File: src/hdl/ssa_pkg.sv
package ssa_pkg;

  // ----------------------------------------------------------------
  // timing
  // ----------------------------------------------------------------
  localparam int CLK_PERIOD_NS = 10;          // core_clk, 100 MHz
  localparam int TIMEOUT_NS    = 30_000_000;  // bus held low, 30 ms
  // longest time: integer division rounds down
  localparam int TIMEOUT_CYC   = TIMEOUT_NS / CLK_PERIOD_NS;
  localparam int TO_W          = 22;          // holds 3,000,000

  // ----------------------------------------------------------------
  // bus codes and reset values
  // ----------------------------------------------------------------
  localparam logic [4:0] HS_CODE_TOP = 5'h01;  // 00001xxx master code
  localparam logic [7:0] ARA_BYTE    = 8'h19;  // alert response + read
  localparam logic [7:0] PTR_CONSEC  = 8'h22;  // consecutive-fault reg
  localparam logic [7:0] PTR_RST     = 8'h00;  // pointer after reset
  localparam logic [7:0] CONSEC_RST  = 8'h81;  // timeout on, two faults needed
  localparam int         TO_EN_BIT   = 7;      // timeout enable bit
  localparam logic [2:0] FCNT_MAX    = 3'h4;   // saturate fault count

  // ----------------------------------------------------------------
  // address-select pin levels and address pieces
  // ----------------------------------------------------------------
  localparam logic [1:0] PIN_GND  = 2'h0;
  localparam logic [1:0] PIN_HIZ  = 2'h1;
  localparam logic [3:0] ADR_GND  = 4'h3;  // upper nibble, low pin gnd
  localparam logic [3:0] ADR_HIZ  = 4'h5;  // upper nibble, low pin open
  localparam logic [3:0] ADR_VCC  = 4'h9;  // upper nibble, low pin vcc
  localparam logic [2:0] LOW_GND  = 3'h0;  // low bits base per pin
  localparam logic [2:0] LOW_HIZ  = 3'h1;
  localparam logic [2:0] LOW_VCC  = 3'h4;

  // ----------------------------------------------------------------
  // types
  // ----------------------------------------------------------------
  typedef enum logic [2:0] {
    ST_IDLE, ST_ADDR, ST_ACK, ST_RX, ST_TX, ST_RACK, ST_IGNORE
  } ssa_state_t;

  // one conversion result, valid for one cycle
  typedef struct packed {
    logic valid;
    logic local_high;
    logic local_low;
    logic remote_high;
    logic remote_low;
  } ssa_meas_t;

  // register access towards the register file
  typedef struct packed {
    logic       wr_stb;
    logic       rd_stb;
    logic [7:0] ptr;
    logic [7:0] wdata;
  } ssa_reg_req_t;

  // whole state of the serial slave
  typedef struct packed {
    ssa_state_t       st;
    logic             scl_q;
    logic             sda_q;
    logic [3:0]       cnt;
    logic [7:0]       sh;
    logic             rw;
    logic             ara;
    logic             need_ptr;
    logic             drv;
    logic             hs;
    logic             frame;
    logic [TO_W-1:0]  to_cnt;
    logic [7:0]       consec;
    logic             alert;
    logic             cause_hi;
    logic [2:0]       fcnt;
    logic             os_go;
    ssa_reg_req_t     req;
  } ssa_core_t;

endpackage : ssa_pkg

File: src/hdl/ssa_slave.sv
`timescale 1ns/1ps
`default_nettype none

module ssa_slave #(
  parameter int TIMEOUT_CYC = ssa_pkg::TIMEOUT_CYC  // shorten in sim
) (
  input  wire logic                  core_clk,
  input  wire logic                  rst_n,
  input  wire logic                  scl_in,
  input  wire logic                  sda_in,
  output logic                       sda_out,
  output logic                       sda_oe_n,
  output logic                       alert_out,
  output logic                       alert_oe_n,
  input  wire logic                  standby_in_n,
  input  wire logic [1:0]            addr_select_pin_low,
  input  wire logic [1:0]            addr_select_pin_high,
  input  wire ssa_pkg::ssa_meas_t    meas,
  input  wire logic                  remote_open,
  input  wire logic                  status_clear,
  input  wire logic                  alert_mask,
  input  wire logic                  oneshot_req,
  input  wire logic [7:0]            reg_rd_data,
  output ssa_pkg::ssa_reg_req_t      reg_req,
  output logic                       oneshot_go,
  output logic                       hs_mode,
  output logic                       device_enabled,
  output logic                       fault_count_bit2,
  output logic                       fault_count_bit1,
  output logic                       fault_count_bit0
);

  // ----------------------------------------------------------------
  // input synchronisers
  // ----------------------------------------------------------------
  logic [1:0] link_s;   // {scl, sda} after two flops
  logic [4:0] strap_s;  // {standby, pin high, pin low}
  logic       scl_s;
  logic       sda_s;
  logic       wake_s;

  // bus lines idle high, so reset to high avoids a false start
  ssa_sync #(.W(2), .RST_VAL(2'h3)) u_link_sync (
    .core_clk (core_clk),
    .rst_n    (rst_n),
    .d_in     ({scl_in, sda_in}),
    .q_out    (link_s)
  );

  ssa_sync #(.W(5), .RST_VAL(5'h00)) u_strap_sync (
    .core_clk (core_clk),
    .rst_n    (rst_n),
    .d_in     ({standby_in_n, addr_select_pin_high, addr_select_pin_low}),
    .q_out    (strap_s)
  );

  assign scl_s  = link_s[1];
  assign sda_s  = link_s[0];
  assign wake_s = strap_s[4];

  // ----------------------------------------------------------------
  // own address from the three-level pins
  // ----------------------------------------------------------------
  logic [6:0] my_addr;  // seven-bit slave address

  always_comb
  begin
    logic [3:0] hi;
    logic [2:0] lo;
    hi = ssa_pkg::ADR_VCC;
    lo = ssa_pkg::LOW_VCC;
    if (strap_s[1:0] == ssa_pkg::PIN_GND)
    begin
      hi = ssa_pkg::ADR_GND;
      lo = ssa_pkg::LOW_GND;
    end
    else if (strap_s[1:0] == ssa_pkg::PIN_HIZ)
    begin
      hi = ssa_pkg::ADR_HIZ;
      lo = ssa_pkg::LOW_HIZ;
    end
    my_addr = {hi, lo + {1'b0, strap_s[3:2]}};
  end

  // ----------------------------------------------------------------
  // state and bus events
  // ----------------------------------------------------------------
  ssa_pkg::ssa_core_t core_ff;
  ssa_pkg::ssa_core_t nxt_core;

  logic scl_rise;
  logic scl_fall;
  logic start_ev;
  logic stop_ev;
  logic to_en;
  logic to_hit;
  logic [2:0] need;     // consecutive results required
  logic pin_act;        // alert pin pulled low by us

  assign scl_rise = scl_s & ~core_ff.scl_q;
  assign scl_fall = ~scl_s & core_ff.scl_q;
  assign start_ev = scl_s & core_ff.scl_q & core_ff.sda_q & ~sda_s;
  assign stop_ev  = scl_s & core_ff.scl_q & ~core_ff.sda_q & sda_s;
  assign to_en    = core_ff.consec[ssa_pkg::TO_EN_BIT];
  assign to_hit   = core_ff.to_cnt ==
                    ssa_pkg::TO_W'(TIMEOUT_CYC - 1);
  // count is one plus set bits
  assign need     = 3'h1 + {2'h0, core_ff.consec[0]}
                  + {2'h0, core_ff.consec[1]}
                  + {2'h0, core_ff.consec[2]};
  assign pin_act  = core_ff.alert & ~alert_mask;

  // ----------------------------------------------------------------
  // next-state logic
  // ----------------------------------------------------------------
  always_comb
  begin
    logic       out_lim;
    logic [2:0] fnext;
    logic       cond;
    out_lim             = 1'b0;
    fnext               = 3'h0;
    // alert cause still present: faults counted or sensor open
    cond                = (core_ff.fcnt != 3'h0) | remote_open;
    nxt_core            = core_ff;
    nxt_core.scl_q      = scl_s;
    nxt_core.sda_q      = sda_s;
    nxt_core.req.wr_stb = 1'b0;
    nxt_core.req.rd_stb = 1'b0;
    nxt_core.os_go      = 1'b0;

    if (core_ff.frame && to_en && (!scl_s || !sda_s))
      nxt_core.to_cnt = core_ff.to_cnt + 1'b1;
    else
      nxt_core.to_cnt = '0;

    case (core_ff.st)
      ssa_pkg::ST_ADDR, ssa_pkg::ST_RX:
      begin
        if (scl_rise)
        begin
          nxt_core.sh  = {core_ff.sh[6:0], sda_s};
          nxt_core.cnt = core_ff.cnt + 1'b1;
        end
        if (scl_fall && core_ff.cnt == 4'h8)
        begin
          nxt_core.cnt = 4'h0;
          nxt_core.st  = ssa_pkg::ST_IGNORE;
          if (core_ff.st == ssa_pkg::ST_RX)
          begin
            nxt_core.drv = 1'b1;
            nxt_core.st  = ssa_pkg::ST_ACK;
            if (core_ff.need_ptr)
            begin
              nxt_core.req.ptr = core_ff.sh;
              nxt_core.need_ptr = 1'b0;
            end
            else
            begin
              nxt_core.req.wr_stb = 1'b1;
              nxt_core.req.wdata  = core_ff.sh;
              if (core_ff.req.ptr == ssa_pkg::PTR_CONSEC)
                nxt_core.consec = core_ff.sh;
            end
          end
          else if (core_ff.sh[7:3] == ssa_pkg::HS_CODE_TOP)
            nxt_core.hs = 1'b1;
          else if (core_ff.sh[7:1] == my_addr)
          begin
            nxt_core.drv      = 1'b1;
            nxt_core.st       = ssa_pkg::ST_ACK;
            nxt_core.rw       = core_ff.sh[0];
            nxt_core.ara      = 1'b0;
            nxt_core.need_ptr = ~core_ff.sh[0];
            if (core_ff.sh[0] && !cond && status_clear)
              nxt_core.alert = 1'b0;
          end
          else if (core_ff.sh == ssa_pkg::ARA_BYTE && pin_act)
          begin
            nxt_core.drv = 1'b1;
            nxt_core.st  = ssa_pkg::ST_ACK;
            nxt_core.rw  = 1'b1;
            nxt_core.ara = 1'b1;
          end
        end
      end

      ssa_pkg::ST_ACK:
      begin
        // ack bit ends on the falling edge
        if (scl_fall)
        begin
          nxt_core.cnt = 4'h0;
          if (core_ff.rw)
          begin
            if (core_ff.ara)
              nxt_core.sh = {my_addr, core_ff.cause_hi};
            else
              nxt_core.sh = reg_rd_data;
            nxt_core.req.rd_stb = ~core_ff.ara;
            nxt_core.drv = ~nxt_core.sh[7];
            nxt_core.st  = ssa_pkg::ST_TX;
          end
          else
          begin
            nxt_core.drv = 1'b0;
            nxt_core.st  = ssa_pkg::ST_RX;
          end
        end
      end

      ssa_pkg::ST_TX:
      begin
        if (scl_rise)
        begin
          nxt_core.cnt = core_ff.cnt + 1'b1;
          // lost when line low, ours high
          if (!core_ff.drv && !sda_s)
            nxt_core.st = ssa_pkg::ST_IGNORE;
        end
        if (scl_fall)
        begin
          if (core_ff.cnt == 4'h8)
          begin
            nxt_core.drv = 1'b0;
            nxt_core.st  = ssa_pkg::ST_RACK;
            if (core_ff.ara)
              nxt_core.alert = 1'b0;
          end
          else
          begin
            nxt_core.sh  = {core_ff.sh[6:0], 1'b0};
            nxt_core.drv = ~core_ff.sh[6];
          end
        end
      end

      ssa_pkg::ST_RACK:
      begin
        if (scl_rise)
        begin
          if (sda_s || core_ff.ara)
            nxt_core.st = ssa_pkg::ST_IGNORE;
          else
            nxt_core.st = ssa_pkg::ST_ACK;
        end
      end

      default:
      begin
        // idle and ignore wait for a start
      end
    endcase

    if (start_ev)
    begin
      nxt_core.st    = ssa_pkg::ST_ADDR;
      nxt_core.cnt   = 4'h0;
      nxt_core.drv   = 1'b0;
      nxt_core.frame = 1'b1;
    end
    if (stop_ev)
    begin
      nxt_core.st    = ssa_pkg::ST_IDLE;
      nxt_core.drv   = 1'b0;
      nxt_core.hs    = 1'b0;
      nxt_core.frame = 1'b0;
    end
    if (to_hit)
    begin
      nxt_core.st    = ssa_pkg::ST_IGNORE;
      nxt_core.drv   = 1'b0;
      nxt_core.frame = 1'b0;
    end

    if (meas.valid && wake_s)
    begin
      out_lim = meas.local_high | meas.local_low
              | meas.remote_high | meas.remote_low;
      fnext = 3'h0;
      if (out_lim)
        fnext = (core_ff.fcnt == ssa_pkg::FCNT_MAX) ?
                core_ff.fcnt : core_ff.fcnt + 1'b1;
      nxt_core.fcnt = fnext;
      if (out_lim && fnext >= need)
      begin
        nxt_core.alert    = 1'b1;
        nxt_core.cause_hi = meas.local_high | meas.remote_high;
      end
    end
    if (remote_open)
      nxt_core.alert = 1'b1;
    nxt_core.os_go = oneshot_req & wake_s;
  end

  // state register
  always_ff @(posedge core_clk)
  begin
    if (!rst_n)
    begin
      core_ff <= '{st: ssa_pkg::ST_IDLE, scl_q: 1'b1, sda_q: 1'b1,
                  consec: ssa_pkg::CONSEC_RST,
                  req: '{wr_stb: 1'b0, rd_stb: 1'b0,
                         ptr: ssa_pkg::PTR_RST, wdata: 8'h00},
                  default: '0};
    end
    else
    begin
      core_ff <= nxt_core;
    end
  end

  // ----------------------------------------------------------------
  // outputs
  // ----------------------------------------------------------------
  // open-drain: only a low is driven
  assign sda_out          = 1'b0;
  assign sda_oe_n         = ~core_ff.drv;
  assign alert_out        = 1'b0;
  assign alert_oe_n       = ~pin_act;
  assign reg_req          = core_ff.req;
  assign oneshot_go       = core_ff.os_go;
  assign hs_mode          = core_ff.hs;
  assign device_enabled   = wake_s;
  assign fault_count_bit2 = core_ff.consec[2];
  assign fault_count_bit1 = core_ff.consec[1];
  assign fault_count_bit0 = core_ff.consec[0];

  // ----------------------------------------------------------------
  // assertions
  // ----------------------------------------------------------------
  AST_START_ADDR: assert property (
    @(posedge core_clk) disable iff (!rst_n)
    start_ev && !to_hit |=> core_ff.st == ssa_pkg::ST_ADDR && !core_ff.drv)
    else $error("start did not open address phase");

  AST_STOP_IDLE: assert property (
    @(posedge core_clk) disable iff (!rst_n)
    stop_ev && !to_hit |=> core_ff.st == ssa_pkg::ST_IDLE && sda_oe_n)
    else $error("stop did not release and idle");

  AST_HS_EXIT: assert property (
    @(posedge core_clk) disable iff (!rst_n)
    stop_ev |=> !hs_mode)
    else $error("high speed kept after stop");

  AST_HS_NOACK: assert property (
    @(posedge core_clk) disable iff (!rst_n)
    $rose(hs_mode) |-> sda_oe_n ##1 sda_oe_n)
    else $error("master code was acknowledged");

  AST_ACK_HELD: assert property (
    @(posedge core_clk) disable iff (!rst_n)
    core_ff.st == ssa_pkg::ST_ACK && !core_ff.rw && scl_s |-> !sda_oe_n)
    else $error("ack not held during clock high");

  AST_TIMEOUT: assert property (
    @(posedge core_clk) disable iff (!rst_n)
    to_hit |=> sda_oe_n && core_ff.st == ssa_pkg::ST_IGNORE
           ##1 !core_ff.frame)
    else $error("timeout did not release the bus");

  AST_MASK: assert property (
    @(posedge core_clk) disable iff (!rst_n)
    alert_mask |-> alert_oe_n)
    else $error("masked alert still driven");

  AST_OPEN: assert property (
    @(posedge core_clk) disable iff (!rst_n)
    remote_open && !alert_mask ##1 !alert_mask |-> !alert_oe_n)
    else $error("open sensor did not assert alert");

  AST_ONESHOT: assert property (
    @(posedge core_clk) disable iff (!rst_n)
    oneshot_go |-> $past(wake_s) && $past(oneshot_req))
    else $error("one-shot passed during standby");

  AST_FILTER_ONE: assert property (
    @(posedge core_clk) disable iff (!rst_n)
    meas.valid && wake_s && meas.local_high
    && core_ff.fcnt >= need - 3'h1
    |=> core_ff.alert && core_ff.cause_hi)
    else $error("enough faults did not raise alert");

endmodule : ssa_slave

`default_nettype wire

File: src/hdl/ssa_sync.sv
`timescale 1ns/1ps
`default_nettype none

module ssa_sync #(
  parameter int          W       = 1,
  parameter logic [W-1:0] RST_VAL = '0
) (
  input  wire logic         core_clk,
  input  wire logic         rst_n,
  input  wire logic [W-1:0] d_in,
  output logic      [W-1:0] q_out
);

  // ----------------------------------------------------------------
  // two-stage synchroniser state
  // ----------------------------------------------------------------
  typedef struct packed {
    logic [W-1:0] meta;   // first stage, read only by second
    logic [W-1:0] sync;   // second stage, safe to use
  } ssa_sync_t;

  ssa_sync_t sync_ff;
  ssa_sync_t nxt_sync;

  // next state: plain shift
  always_comb
  begin
    nxt_sync.meta = d_in;
    nxt_sync.sync = sync_ff.meta;
  end

  // register, constant on reset
  always_ff @(posedge core_clk)
  begin
    if (!rst_n)
    begin
      sync_ff <= {RST_VAL, RST_VAL};
    end
    else
    begin
      sync_ff <= nxt_sync;
    end
  end

  assign q_out = sync_ff.sync;

endmodule : ssa_sync

`default_nettype wire

File: config.mk
export PLATFORM = sky130hd
export DESIGN_NAME = ssa_slave
export DESIGN_NICKNAME = d
export VERILOG_FILES = /design/src/hdl/ssa_pkg.sv /design/src/hdl/ssa_slave.sv /design/src/hdl/ssa_sync.sv
export SDC_FILE = /design/constraint.sdc
export NUM_CORES = 1
export LEC_CHECK = 0
export BUFFER_PORTS_ARGS = -buffer_cell sky130_fd_sc_hd__buf_2
export CAP_MARGIN = 20
export CORE_MARGIN = 1
export CORE_UTILIZATION = 30
export DETAILED_ROUTE_END_ITERATION = 8
export SLEW_MARGIN = 10
export SYNTH_ARGS = -nofsm -noshare
export SYNTH_HDL_FRONTEND = slang
export SYNTH_SLANG_ARGS = --single-unit
File: constraint.sdc
create_clock -name core_clk -period 3.1 [get_ports core_clk]
set_input_delay 0.155 -clock core_clk [delete_from_list [all_inputs] [get_ports core_clk]]
set_output_delay 0.155 -clock core_clk [all_outputs]
set_load 0.01 [all_outputs]
After elaboration in Yosys (flattened, before gate mapping)
Cells that the tools add are included.
{"block": "classes", "addsub": 7, "magnitude_cmp": 1, "n_eq_ne": 30, "n_mux": 64, "bitwise": 29, "reduce_logical": 42}
{"operator": "3-bit two-way mux", "count": 21}
{"operator": "8-bit two-way mux", "count": 7}
{"operator": "12-bit one-hot mux with 3 select lines", "count": 1}
{"operator": "4-bit AND reduction", "count": 9}
{"operator": "12-bit two-way mux", "count": 2}
{"operator": "22-bit by 1-bit adder with 22-bit output, second input constant", "count": 1}
{"operator": "22-bit equality test, second input constant", "count": 1}
{"operator": "1-bit two-way mux", "count": 19}
{"operator": "4-bit two-way mux", "count": 4}
{"operator": "2-bit != test, second input constant", "count": 8}
{"operator": "3-bit != test, second input constant", "count": 5}
{"operator": "5-bit != test, second input constant", "count": 3}
{"operator": "1-bit NOT", "count": 15}
{"operator": "2-bit two-way mux", "count": 6}
{"operator": "3-bit one-hot mux with 4 select lines", "count": 1}
{"operator": "6-bit AND reduction", "count": 2}
{"operator": "5-bit AND reduction", "count": 2}
{"operator": "1-bit AND", "count": 9}
{"operator": "3-bit equality test, second input constant", "count": 3}
{"operator": "1-bit logical AND", "count": 9}
{"operator": "8-bit by 5-bit equality test with 1-bit output, second input constant", "count": 1}
{"operator": "8-bit by 6-bit equality test with 1-bit output, second input constant", "count": 1}
{"operator": "7-bit equality test", "count": 1}
{"operator": "7-bit nonzero test", "count": 1}
{"operator": "27 further kinds", "count": 41}
{"block": "totals", "register_bits": 91, "output_inout_bits": 28, "wordCells": 199}

Logic depth before layout (Yosys ltp)
Gate-level depths: netlist (run 1).
{"block": "logic_depth", "word_depth": 14, "depth_mapped": 11}

Hierarchy
From an unflattened synthesis (run 1), not the netlist that was laid out.
{"block": "hier_totals", "hier_cells": 498, "hier_area_um2": 4409.2}
{"module": "ssa_slave", "n_inst": 1, "cells_per_inst": 470, "area_each_um2": 4041.4, "seq_area_each_um2": 1461.4}
{"module": "ssa_sync (u_strap_sync)", "n_inst": 1, "cells_per_inst": 20, "area_each_um2": 262.8, "seq_area_each_um2": 200.2}
{"module": "ssa_sync (u_link_sync)", "n_inst": 1, "cells_per_inst": 8, "area_each_um2": 105.1, "seq_area_each_um2": 80.1}

Worst setup path after synthesis (run 1)
Ideal clock, no wire load.
{"block": "synth_path", "kind": "flip-flop to flip-flop", "from": "reg core_ff (netlist bit fault_count_bit2)", "to": "reg core_ff[23] (netlist name)", "setup_ns": 0.120, "t_arrival_ns": 2.075, "required_ns": 2.980, "path_slack_ns": 0.905, "path_stages_with_launch": 12, "path_buffers": 0, "synth_period_minus_slack_ns": 2.195, "cell_sequence": "dfxtp_1 inv_1 ha_1 inv_1 ha_1 ha_1 inv_1 ha_1 a21o_1 a21oi_1 nor2_1 o31a_1"}
{"block": "synth_via", "elab_chain_len": 6}
{"element": "from (decl)", "line": "ssa_slave.sv:88", "source": "ssa_pkg::ssa_core_t core_ff;"}
{"element": "from (signal assigned)", "line": "ssa_slave.sv:301", "source": "core_ff <= '{st: ssa_pkg::ST_IDLE, scl_q: 1'b1, sda_q: 1'b1,"}
{"element": "from (signal assigned)", "line": "ssa_slave.sv:309", "source": "core_ff <= nxt_core;"}
{"element": "3-bit by 1-bit adder with 3-bit output", "line": "ssa_slave.sv:110", "source": "+ {2'h0, core_ff.consec[2]};"}
{"element": "3-bit greater-or-equal comparator", "line": "ssa_slave.sv:285", "source": "if (out_lim && fnext >= need)"}
{"element": "1-bit logical AND", "line": "ssa_slave.sv:285"}
{"element": "2-bit two-way mux", "line": "ssa_slave.sv:285"}
{"element": "5-bit two-way mux", "line": "ssa_slave.sv:276", "source": "if (meas.valid && wake_s)"}
{"element": "1-bit two-way mux", "line": "ssa_slave.sv:291", "source": "if (remote_open)"}
No other way between the ends.
A chain may end at the register's enable or synchronous reset.

Worst setup path after layout (run 1)
{"block": "layout_path", "from": "reg u_strap_sync.sync_ff (netlist bit u_strap_sync.q_out[1])", "to": "reg core_ff[23] (netlist name)"}
{"block": "layout_via", "elab_chain_len": 13, "word_cells_on_any_way": 16, "cone_classes": "add/sub (1); eq/ne (2); mux (12); reduce/logical (1)"}
{"element": "from (decl)", "line": "ssa_sync.sv:22", "source": "ssa_sync_t sync_ff;"}
{"element": "from (signal assigned)", "line": "ssa_sync.sv:37", "source": "sync_ff <= {RST_VAL, RST_VAL};"}
{"element": "from (signal assigned)", "line": "ssa_sync.sv:41", "source": "sync_ff <= nxt_sync;"}
{"element": "2-bit by 1-bit equality test with 1-bit output", "line": "ssa_slave.sv:77", "source": "else if (strap_s[1:0] == ssa_pkg::PIN_HIZ)"}
{"element": "3-bit two-way mux", "line": "ssa_slave.sv:77"}
{"element": "3-bit two-way mux", "line": "ssa_slave.sv:72", "source": "if (strap_s[1:0] == ssa_pkg::PIN_GND)"}
{"element": "3-bit by 2-bit adder with 3-bit output", "line": "ssa_slave.sv:82", "source": "my_addr = {hi, lo + {1'b0, strap_s[3:2]}};"}
{"element": "7-bit equality test (*)", "line": "ssa_slave.sv:168", "source": "else if (core_ff.sh[7:1] == my_addr)"}
{"element": "1-bit two-way mux (*)", "line": "ssa_slave.sv:168"}
{"element": "1-bit two-way mux (*)", "line": "ssa_slave.sv:166", "source": "else if (core_ff.sh[7:3] == ssa_pkg::HS_CODE_TOP)"}
{"element": "1-bit two-way mux (*)", "line": "ssa_slave.sv:149", "source": "if (core_ff.st == ssa_pkg::ST_RX)"}
{"element": "1-bit two-way mux (*)", "line": "ssa_slave.sv:145", "source": "if (scl_fall && core_ff.cnt == 4'h8)"}
{"element": "1-bit one-hot mux with 2 select lines (*)", "line": "ssa_slave.sv:137", "source": "case (core_ff.st)"}
{"element": "2-bit two-way mux", "line": "ssa_slave.sv:285"}
{"element": "5-bit two-way mux (*)", "line": "ssa_slave.sv:276"}
{"element": "1-bit two-way mux (*)", "line": "ssa_slave.sv:291"}
Mark *: on every way between the ends. The rest lies on a longest branch, timed or not.

==> qor.txt, run 1 <==
Hold worst-path end = u_strap_sync.nxt_sync[1]
CP Max Fanout = 9
H-Tree Level Count = 3
R2R Setup Slk = 730 ps
Least-Margin Pin Slew = 643.9 ps
Max_cap viols = 0
Share of cells above drive strength 1 = 16.32%
Number of remaining DRC errors = 0
Max incr delay on CP = 500 ps
Top cell by count, worst path = ha_1
Core Area = 13990 um2
Multi-input logic area = 2292 um2
Critical-path cell list = nor2b_1 -> ha_1 -> ha_1 -> xor2_1 -> nor4_4 -> nand2_2 -> o221a_1 -> o31a_1
Syn avg cell area = 8.825 um2
Async set or reset register ratio after synthesis = 0%
CTS buffer count = 9
First-pass GRT wire length = 16.00 mm
Drt total wl = 9.721 mm
Clock transition at path regs = 60 ps
Top Ports = 54
GP Congestion = 0.8349
Relative slew slack = 57.01%
Initial antenna violation count = 0
DRT iter0 DRCs = 147
Status = completed
Clk buf depth = 2
Top post-synthesis cells by count = 87 x dfxtp_1, 59 x nor2_1, 40 x nand2_1
Syn-to-layout area delta = 13.43%
Final Net Count = 561
# port buffers = 51
HPWL Detailed = 6.981 mm
Top_reg_cell synth = dfxtp_1
Worst Reg2Reg Path Length in Cells = 8
Max Freq = 421.7 MHz
Hold Startpoint = addr_select_pin_low[1]
CTS tree = done
RSZ-0062 raised after global routing = no
Router iterations before antenna repair = 4
Die height = 122.2 um
CTS Root Cell = clkbuf_16
Cell with the most instances after synthesis = dfxtp_1
RR Startpoint = u_strap_sync.q_out[1]
Slew Limit Fails = 0
Capture point of the worst reg-to-reg path = core_ff[23]
Crit path max-delay cell type = dfxtp_1
PD cells = 458.1 nW/um2
Setup TNS = 0 ps
Finished Cell Area = 4915 um2
Worst Skew = 10.37 ps
#FFs+latches synth = 87
Fin util = 35.13%
Min Tclk post-route = 2372 ps
Hold_ws = 18.43 ps
Pin count of the biggest net entering global routing = 40
Setup violators final = 0
Fin crit share = 76.50%
CP bufs+invs = 0
Critical path's top delay family = simple AND/OR/NAND/NOR gates
CP required = 3330 ps
Min-delay worst type = in2reg
Cells after Synth = 491
Wirelength per Cell = 13.75 um
Setup Fix Bufs, Post-CTS = 0
Post-DR vias/cell = 4.866
Distinct cell type count after synthesis = 67
Post-synth EDFFs = 0
Sequential fraction of the synthesis area = 40.20%
Antenna diode count = 0
Dpl cell area = 4612 um2
Pleak = 0.001824 uW
Worst IR drop on VDD = 0.2590 mV
Die Area = 14930 um2
Post-route ant nets = 0
Critical path endpoint category = register
Filler Cell Count = 1472
Biggest area consumer among synthesized cells = dfxtp_1
Clock sink total = 87
GRT Total Usage = 13.89%
Main area contributors after synthesis = dfxtp_1 40%, mux2i_1 5.5%, nor2_1 5.1%
DIE WIDTH = 122.2 um
Register area = 1742 um2
Setup crit start kind = register
Worst-skew pair later-pin latency = 350 ps
Total global routing overflow = 0
Hold Fails Final Rpt = 0
Area of the mapped netlist = 4333 um2
Ys Warns = 0
Vias in the first global route = 3262
Worst endpoint data arrival time = 2600 ps
Top-area cell type share of the netlist area = 40.20%
Type of the worst setup path = reg2reg
Initial Util = 30.97%
Row count = 43
Hold path cells = 2
Vias after detailed routing = 3440
[placed cells by master (no fill, tap or decap), types with 3 or more instances in the layout]
master / Yosys / routed
a211oi_1: 3 / 3
a21oi_1: 15 / 15
a31oi_1: 3 / 3
and2_1: 11 / 11
and3_1: 7 / 7
buf_2: 2 / 51
buf_4: 22 / 4
clkbuf_16: 0 / 9
clkinv_4: 0 / 3
dfxtp_1: 87 / 87
ha_1: 13 / 13
inv_1: 17 / 17
mux2i_1: 24 / 24
nand2_1: 40 / 40
nand2b_1: 14 / 14
nand3_1: 16 / 16
nand4_1: 3 / 3
nand4b_1: 3 / 3
nor2_1: 59 / 59
nor2b_1: 3 / 3
nor3_1: 11 / 11
nor3b_1: 3 / 3
nor4_1: 8 / 8
o2111ai_1: 6 / 6
o21ai_0: 23 / 23
or3_1: 8 / 8
or4_1: 3 / 3
xnor2_1: 19 / 19
xor2_1: 7 / 7
[power breakdown]
group,internal (uW),switching [uW]
sequential,1130,13.2
combinational,40.1,49.1
clock,555,462
[cell type report]
type | instances | area share, %
clock inverters | 6 | 1.095
repair buffers | 57 | 6.212
inverters | 18 | 1.375
flip-flops and latches | 87 | 35.44
multi-input cells | 349 | 46.64
clock buffers | 10 | 4.659
well taps | 180 | 4.582
[how the worst max path moves through the flow]
stage                                      from          end  slack [ps]  depth (start not counted)
after floorplan                fault_count_bit2  core_ff[23]         910                         11
after global placement    u_strap_sync.q_out[1]  core_ff[23]         830                          8
after detailed placement  u_strap_sync.q_out[1]  core_ff[23]         750                          8
after CTS                 u_strap_sync.q_out[1]  core_ff[23]         740                          8
after global routing                core_ff[19]  core_ff[23]         620                         11
final                     u_strap_sync.q_out[1]  core_ff[23]         730                          8
[per-stage QoR]
step	instances	worst slack, ps	power [uW]
floorplan	492	905.5	1224
global placement	689	825.7	1255
detailed placement	689	750.1	1258
CTS	707	736.8	2297
global route	707	618.1	2353
finish	707	728.4	2251
[cell families (layout without fill, tap and decap cells)]
kind of cell / Yosys count / after routing / share of synthesized area (%)
buf+inv: 56 / 91 / 6.988
compound gates: 71 / 71 / 10.97
simple gates: 212 / 212 / 26.65
flops: 87 / 87 / 40.20
fa+ha+maj: 13 / 13 / 3.754
xor+xnor: 27 / 27 / 5.804
mux: 24 / 24 / 5.544
other cells: 1 / 2 / 0.08655
[timing repair]
action | 4_1_cts | 5_1_grt
hold endpoints to repair | 2 | 0
gates resized for setup | 0 | 0
hold buffers | 2 | 0
[registers in the layout, indices dropped and copies added (netlist names)]
name,flops
u_link_sync.nxt_sync,2
oneshot_go,1
u_strap_sync.nxt_sync,5
core_ff,50
u_link_sync.q_out,2
fault_count_bit1,1
u_strap_sync.q_out,5
fault_count_bit0,1
hs_mode,1
reg_req,18
fault_count_bit2,1
[layer usage]
metal | vias up | part of all wire [%] | GRT usage, % | wire [um]
met4 | 0 | 2.0 | 5.793 | 193
met5 | - | 0 | 0 | 0
li1 | 1753 | - | - | -
met3 | 13 | 5.6 | 4.541 | 543
met2 | 73 | 45 | 22.25 | 4409
met1 | 1601 | 47 | 17.03 | 4575
Note: power is estimated with default switching activity, not from simulation.
==> run 2: changes to the inputs <==
--- a/config.mk
+++ b/config.mk
@@ -5,6 +5,7 @@
 export SDC_FILE = /design/constraint.sdc
 export NUM_CORES = 1
 export LEC_CHECK = 0
+export ABC_AREA = 1
 export BUFFER_PORTS_ARGS = -buffer_cell sky130_fd_sc_hd__buf_2
 export CAP_MARGIN = 20
 export CORE_MARGIN = 1
==> constraint.sdc (replaced) <==
create_clock -name core_clk -period 2.18 [get_ports core_clk]
set_input_delay 0.109 -clock core_clk [delete_from_list [all_inputs] [get_ports core_clk]]
set_output_delay 0.109 -clock core_clk [all_outputs]
set_load 0.01 [all_outputs]
==> run 2 against run 1 <==
Compared with the run above:
- design area up 8.4%
- synthesized cell count is 28% higher
- cell count is 23% higher
- maximum frequency increased by 13%
- register-to-register slack lost 650 ps
- clock power rose by 68%
- sequential share of layout area down 2.7 points
- synthesized area grew 3.3%
- worst setup slack worse by 650 ps
- power up 120%
- first-iteration DRC count grew 30%
- hold slack better by 46 ps
==> qor.txt, run 2 <==
Status = completed
Top_reg_cell synth = dfxtp_1
R2R Setup Slk = 80 ps (-650 ps)
Worst IR drop on VDD = 0.4211 mV (+63%)
Post-Synth Adder-Cell Area = 3.632% (-0.12 points)
Async set or reset register ratio after synthesis = 0% (unchanged)
Final Non-Filler Cells = 867 (+23%)
Fraction of power spent switching nets = 34.51% (+11 points)
Mux contribution to synthesized area = 0% (-5.5 points)
Worst-skew pair later-pin latency = 350 ps (about the same)
Hold Fails Final Rpt = 0 (unchanged)
Clk buf depth = 2 (unchanged)
Vias after detailed routing = 4039 (+17%)
Worst Skew = 7.418 ps (-2.950 ps)
GRT Total Usage = 14.90% (+1.0 points)
Antenna diode count = 0 (unchanged)
Biggest area consumer among synthesized cells = dfxtp_1
Max reg flops = 50 (unchanged)
Syn avg cell area = 7.131 um2 (-19%)
RSZ-0062 raised after global routing = yes
Ys Warns = 0 (unchanged)
Compound-gate portion of the synthesized area = 13.44% (+2.5 points)
Worst Setup SP = fault_count_bit2
Type of the worst setup path = reg2reg
Synth Area in Simple Gates = 30.46% (+3.8 points)
Hold Startpoint = rst_n
Final Net Count = 717 (+28%)
Commonest non-fill, non-tap cell in the layout = nand2_1
Post-route ant nets = 0 (unchanged)
Top post-synthesis cells by count = 113 x nand2_1, 87 x dfxtp_1, 79 x inv_1
CP Max Fanout = 2 (-7)
Place WS = -5.056 ps (-755.2 ps)
# port buffers = 51 (unchanged)
Post-DR vias/cell = 4.659 (-4.3%)
CTS tree = done
Row count = 44 (+2.3%)
Hold worst-path end = core_ff[76]
Post-synth EDFFs = 0 (unchanged)
Critical path endpoint category = register
Min Tclk post-route = 2103 ps (-268.2 ps)
Setup crit start kind = register
Finished Cell Area = 5329 um2 (+8.4%)
Initial Util = 30.81% (-0.16 points)
Total global routing overflow = 0 (unchanged)
CP required = 2470 ps (-860 ps)
Setup ws final = 76.55 ps (-651.8 ps)
Top-area cell type share of the netlist area = 38.89% (-1.3 points)
Max Freq = 475.4 MHz (+13%)
Top Ports = 54 (unchanged)
Setup violators final = 0 (unchanged)
Sequential fraction of the synthesis area = 38.89% (-1.3 points)
Clock transition at path regs = 70 ps (about the same)
Area of the mapped netlist = 4478 um2 (+3.3%)
Core Area = 14530 um2 (+3.9%)
CTS Root Cell = clkbuf_16
Die Area = 15420 um2 (+3.3%)
Seq pwr share = 37.9% (-13 points)
Setup TNS = 0 ps (unchanged)
Internal power = 3257 uW (+89%)
Combinational power share = 27.8% (+24 points)
H-Tree Level Count = 3 (unchanged)
Clk network pwr share = 34.3% (-11 points)
DIE WIDTH = 124.2 um (+1.6%)
Cell with the most instances after synthesis = nand2_1
Drt total wl = 10.73 mm (+10%)
#FFs+latches synth = 87 (unchanged)
Capture point of the worst reg-to-reg path = core_ff[22]
GP Congestion = 0.8604 (+3.1%)
First-pass GRT wire length = 17.60 mm (+10%)
Fin crit share = 96.49% (+20 points)
Cells after Synth = 628 (+28%)
Die height = 124.2 um (+1.6%)
Slew Limit Fails = 0 (unchanged)
HPWL Detailed = 7.789 mm (+12%)
Number of remaining DRC errors = 0 (unchanged)
Setup Fix Bufs, Post-CTS = 0 (unchanged)
Share of cells above drive strength 1 = 20.35% (+4.0 points)
Main combinational cell family by area after synthesis = simple AND/OR/NAND/NOR gates
Wirelength per Cell = 12.37 um (-10%)
Router iterations before antenna repair = 5 (+1)
XOR/XNOR Fraction of Synth Area = 0.9779% (-4.8 points)
Syn-to-layout area delta = 19.00%
Distinct cell type count after synthesis = 43 (-36%)
Hold_ws = 64.85 ps (+46.42 ps)
Top reg by flops = core_ff
Pin count of the biggest net entering global routing = 36 (-10%)
DRT iter0 DRCs = 191 (+30%)
Dpl cell area = 4842 um2 (+5.0%)
Worst Reg2Reg Path Length in Cells = 12 (+4)
Max_cap viols = 0 (unchanged)
Worst endpoint data arrival time = 2390 ps (-210 ps)
Inst Count DP = 843 (+22%)
Clock sink total = 87 (unchanged)
PD cells = 933.3 nW/um2 (+100%)
Min-delay worst type = in2reg
Most frequent cells in the layout = 109 x nand2_1, 83 x dfxtp_1, 75 x nor2_1
CTS buffer count = 9 (unchanged)
Psw = 1716 uW (+230%)
Vias in the first global route = 3749 (+15%)
Hold path cells = 3 (+1)
RR Startpoint = fault_count_bit2
Main area contributors after synthesis = dfxtp_1 39%, nand2_1 9.5%, inv_1 6.6%
Pleak = 0.002260 uW (+24%)
Initial antenna violation count = 0 (unchanged)
[run 2: cell count changes after synthesis, moves of 11 or more]
cell,before,now
nand2_1,40,113
inv_1,17,79
a21oi_1,15,40
mux2i_1,24,0
nor2_1,59,76
nand3_1,16,32
xnor2_1,19,3
nand2b_1,14,0
inv_2,0,12
and2_1,11,0
o21ai_0,23,34
[run 2: metrics by stage]
stage | util, % | power, uW
6_report | 36.66 | 4973
5_1_grt | 36.66 | 5282
3_5_place_dp | 33.32 | 3267
4_1_cts | 36.19 | 5003
2_1_floorplan | - | 2898
3_3_place_gp | 33.32 | 3259
[run 2: power by group through the flow]
stage / logic [uW] / clock network [uW] / registers (uW)
2_1_floorplan: 1010 / 0 / 1880
3_3_place_gp: 1350 / 0 / 1910
3_5_place_dp: 1350 / 0 / 1910
4_1_cts: 1370 / 1750 / 1880
5_1_grt: 1570 / 1810 / 1900
6_report: 1380 / 1710 / 1880
[run 2: cell families after synthesis]
kind of cell / count (synthesis)
AOI/OAI and AO/OA: 106
xor gates and xnor gates: 5
adders and majority gates: 13
buffers and inverters: 125
DFF: 87
other: 1
and+or+nand+nor: 291
[run 2: cell type report]
cell class              instances  area [um2]
inverters                      93       350.3
repair buffers                 70       417.9
clock buffers                  10       239.0
clock inverters                 6       92.59
fillers                      1574        9205
flip-flops and latches         87        1747
multi-input cells             417        2252
well taps                     184       230.2
[run 2: worst max-delay path by stage]
stage | depth (start not counted) | endpoint
floorplan | 12 | core_ff[22]
global placement | 12 | core_ff[22]
detailed placement | 12 | core_ff[22]
CTS | 12 | core_ff[22]
global route | 14 | core_ff[23]
finish | 12 | core_ff[22]
[run 2: worst max-delay path, cell delays in order (launching register included)]
cell      delay, ps
dfxtp_2         330
inv_2            40
ha_4            250
inv_2            40
ha_4            160
ha_4            250
inv_2            30
ha_4            250
nand2_2          40
o211ai_1        160
nand3_1         120
or2_4           260
a21oi_2         100
[run 2: layer usage]
metal  track usage (%)  up-vias  share of wire [%]
li1                  -     2140                  -
met1             18.38     1794                 48
met2             24.17       84                 45
met3             3.938       21                5.3
met4             6.696        0                2.4
met5                 0        -                  0
[run 2: timing repair]
action | CTS | global route
endpoints found under the hold margin | 8 | 0
resized for setup | 2 | 18
hold buffers | 8 | 0
pin swaps | 5 | 8
cloned | 0 | 0
setup endpoints to repair | 1 | 6
==> run 3: changes to the inputs <==
--- a/config.mk
+++ b/config.mk
@@ -11,6 +11,8 @@
 export CORE_MARGIN = 1
 export CORE_UTILIZATION = 30
 export DETAILED_ROUTE_END_ITERATION = 8
+export GPL_ROUTABILITY_DRIVEN = 1
+export PLACE_DENSITY = 0.49
 export SLEW_MARGIN = 10
 export SYNTH_ARGS = -nofsm -noshare
 export SYNTH_HDL_FRONTEND = slang
==> run 3 against run 2 <==
Compared with the run above:
- utilization is 0.095 points lower
- register-to-register slack worse by 20 ps
- cell count is 0.12% higher
- count of clock-buffer cells in the layout rose by 2
- die area stayed put
- worst setup slack worse by 24 ps
- first-iteration DRC count increased by 9.9%
- sequential power barely moved
- critical path type unchanged
- critical endpoint unchanged
==> qor.txt, run 3 (synthesized netlist as in run 2, its figures left out) <==
Status = completed
Share of cells above drive strength 1 = 19.88% (-0.47 points)
Setup ws final = 52.21 ps (-24.33 ps)
Clock transition at path regs = 60 ps (about the same)
Antenna diode count = 0 (unchanged)
Initial antenna violation count = 0 (unchanged)
Slew Limit Fails = 0 (unchanged)
CP Max Fanout = 2 (unchanged)
R2R Setup Slk = 50 ps (-20 ps)
Top reg by flops = core_ff
Top Ports = 54 (unchanged)
RSZ-0062 raised after global routing = yes
Wirelength per Cell = 12.99 um (+5.0%)
Router iterations before antenna repair = 5 (unchanged)
# port buffers = 51 (unchanged)
Setup crit start kind = register
Place WS = -1.930 ps (+3.126 ps)
Initial Util = 30.81% (unchanged)
PD cells = 905.9 nW/um2 (-2.9%)
Min-delay worst type = in2reg
Clock sink total = 87 (unchanged)
Drt total wl = 11.27 mm (+5.1%)
Worst-skew pair later-pin latency = 340 ps (about the same)
Fraction of power spent switching nets = 35.00% (+0.49 points)
Core Area = 14530 um2 (unchanged)
Total global routing overflow = 0 (unchanged)
Clk network pwr share = 31.9% (-2.4 points)
Vias after detailed routing = 4060 (+0.52%)
Max_cap viols = 0 (unchanged)
CTS tree = done
Seq pwr share = 39.4% (+1.5 points)
CP required = 2460 ps (about the same)
Setup violators final = 0 (unchanged)
Worst endpoint data arrival time = 2400 ps (about the same)
Finished Cell Area = 5315 um2 (-0.26%)
Final Net Count = 719 (+0.28%)
Pleak = 0.002261 uW (about the same)
HPWL Detailed = 8.416 mm (+8.0%)
Syn-to-layout area delta = 18.69%
Fin crit share = 97.60% (+1.1 points)
Number of remaining DRC errors = 0 (unchanged)
Worst IR drop on VDD = 0.3778 mV (-10%)
Max reg flops = 50 (unchanged)
Dpl cell area = 4850 um2 (+0.16%)
Commonest non-fill, non-tap cell in the layout = nand2_1
Type of the worst setup path = reg2reg
DRT iter0 DRCs = 210 (+9.9%)
Hold_ws = 74.29 ps (+9.440 ps)
Vias in the first global route = 3765 (+0.43%)
Clk buf depth = 2 (unchanged)
First-pass GRT wire length = 18.59 mm (+5.6%)
GP Congestion = 0.8685 (+0.94%)
Worst Skew = 9.042 ps (+1.625 ps)
GRT Total Usage = 15.88% (+0.98 points)
H-Tree Level Count = 3 (unchanged)
Pin count of the biggest net entering global routing = 22 (-39%)
Combinational power share = 28.8% (+1.0 points)
Post-DR vias/cell = 4.677 (+0.40%)
Die height = 124.2 um (unchanged)
Critical path endpoint category = register
Internal power = 3130 uW (-3.9%)
Row count = 44 (unchanged)
Die Area = 15420 um2 (unchanged)
Max Freq = 470.0 MHz (-1.1%)
Most frequent cells in the layout = 110 x nand2_1, 83 x dfxtp_1, 76 x inv_1
Fin util = 36.57% (-0.095 points)
CTS Root Cell = clkbuf_16
Post-route ant nets = 0 (unchanged)
Psw = 1685 uW (-1.8%)
Min Tclk post-route = 2128 ps (+24.33 ps)
CTS buffer count = 9 (unchanged)
DIE WIDTH = 124.2 um (unchanged)
Overall power = 4815 uW (-3.2%)
Hold Fails Final Rpt = 0 (unchanged)
-- run 3: area by class of cell --
class                           instances  area (um2)
Timing Repair Buffer                   72       432.9
Clock inverter                          3       43.79
Multi-Input combinational cell        417        2262
Sequential cell                        87        1749
Inverter                               93       350.3
Fill cell                            1549        9219
Clock buffer                           12       246.5
Tap cell                              184       230.2
-- run 3: per-layer routing --
layer  vias to the layer above  wire length, um  global-route usage [%]
met2                        85             5081                   25.21
met1                      1829             5523                   20.75
met3                        11              521                   4.350
met4                         0              144                   4.985
li1                       2135                -                       -
met5                         -                0                       0
-- run 3: worst paths after layout --
path	start	endpoint	cells past startpoint
worst max register to register	fault_count_bit0	core_ff[22]	12
worst min register to register	u_link_sync.nxt_sync[1]	u_link_sync.q_out[1]	1
worst max-delay path	fault_count_bit0	core_ff[22]	12
worst min-delay path	rst_n	u_strap_sync.nxt_sync[2]	3
-- run 3: per-stage QoR --
step           instances  setup TNS, ps
3_5_place_dp         844         -1.930
4_1_cts              867              0
5_1_grt              868         -85.69
6_report             868              0
2_1_floorplan        629              0
3_3_place_gp         844              0
-- run 3: timing repair --
item	in CTS	in global routing
hold buffers	8	0
resized for setup	2	18
pin swaps	0	7
setup buffers	0	1
setup endpoints to repair	1	7
hold endpoints to repair	8	0
-- run 3: power groups by stage --
stage	Clock, uW	Combinational (uW)	Sequential (uW)
after detailed placement	0	1350	1930
after floorplan	0	1010	1880
after global placement	0	1350	1930
after global routing	1670	1560	1920
final	1530	1380	1900
after CTS	1600	1370	1900
-- run 3: critical path, cell delays in order, from the launching register on --
cell	delay, ps
dfxtp_2	320
inv_1	60
ha_4	260
inv_2	40
ha_4	150
ha_4	250
inv_2	40
ha_4	250
nand2_2	40
o211ai_1	160
nand3_1	120
or2_4	260
a21oi_2	120
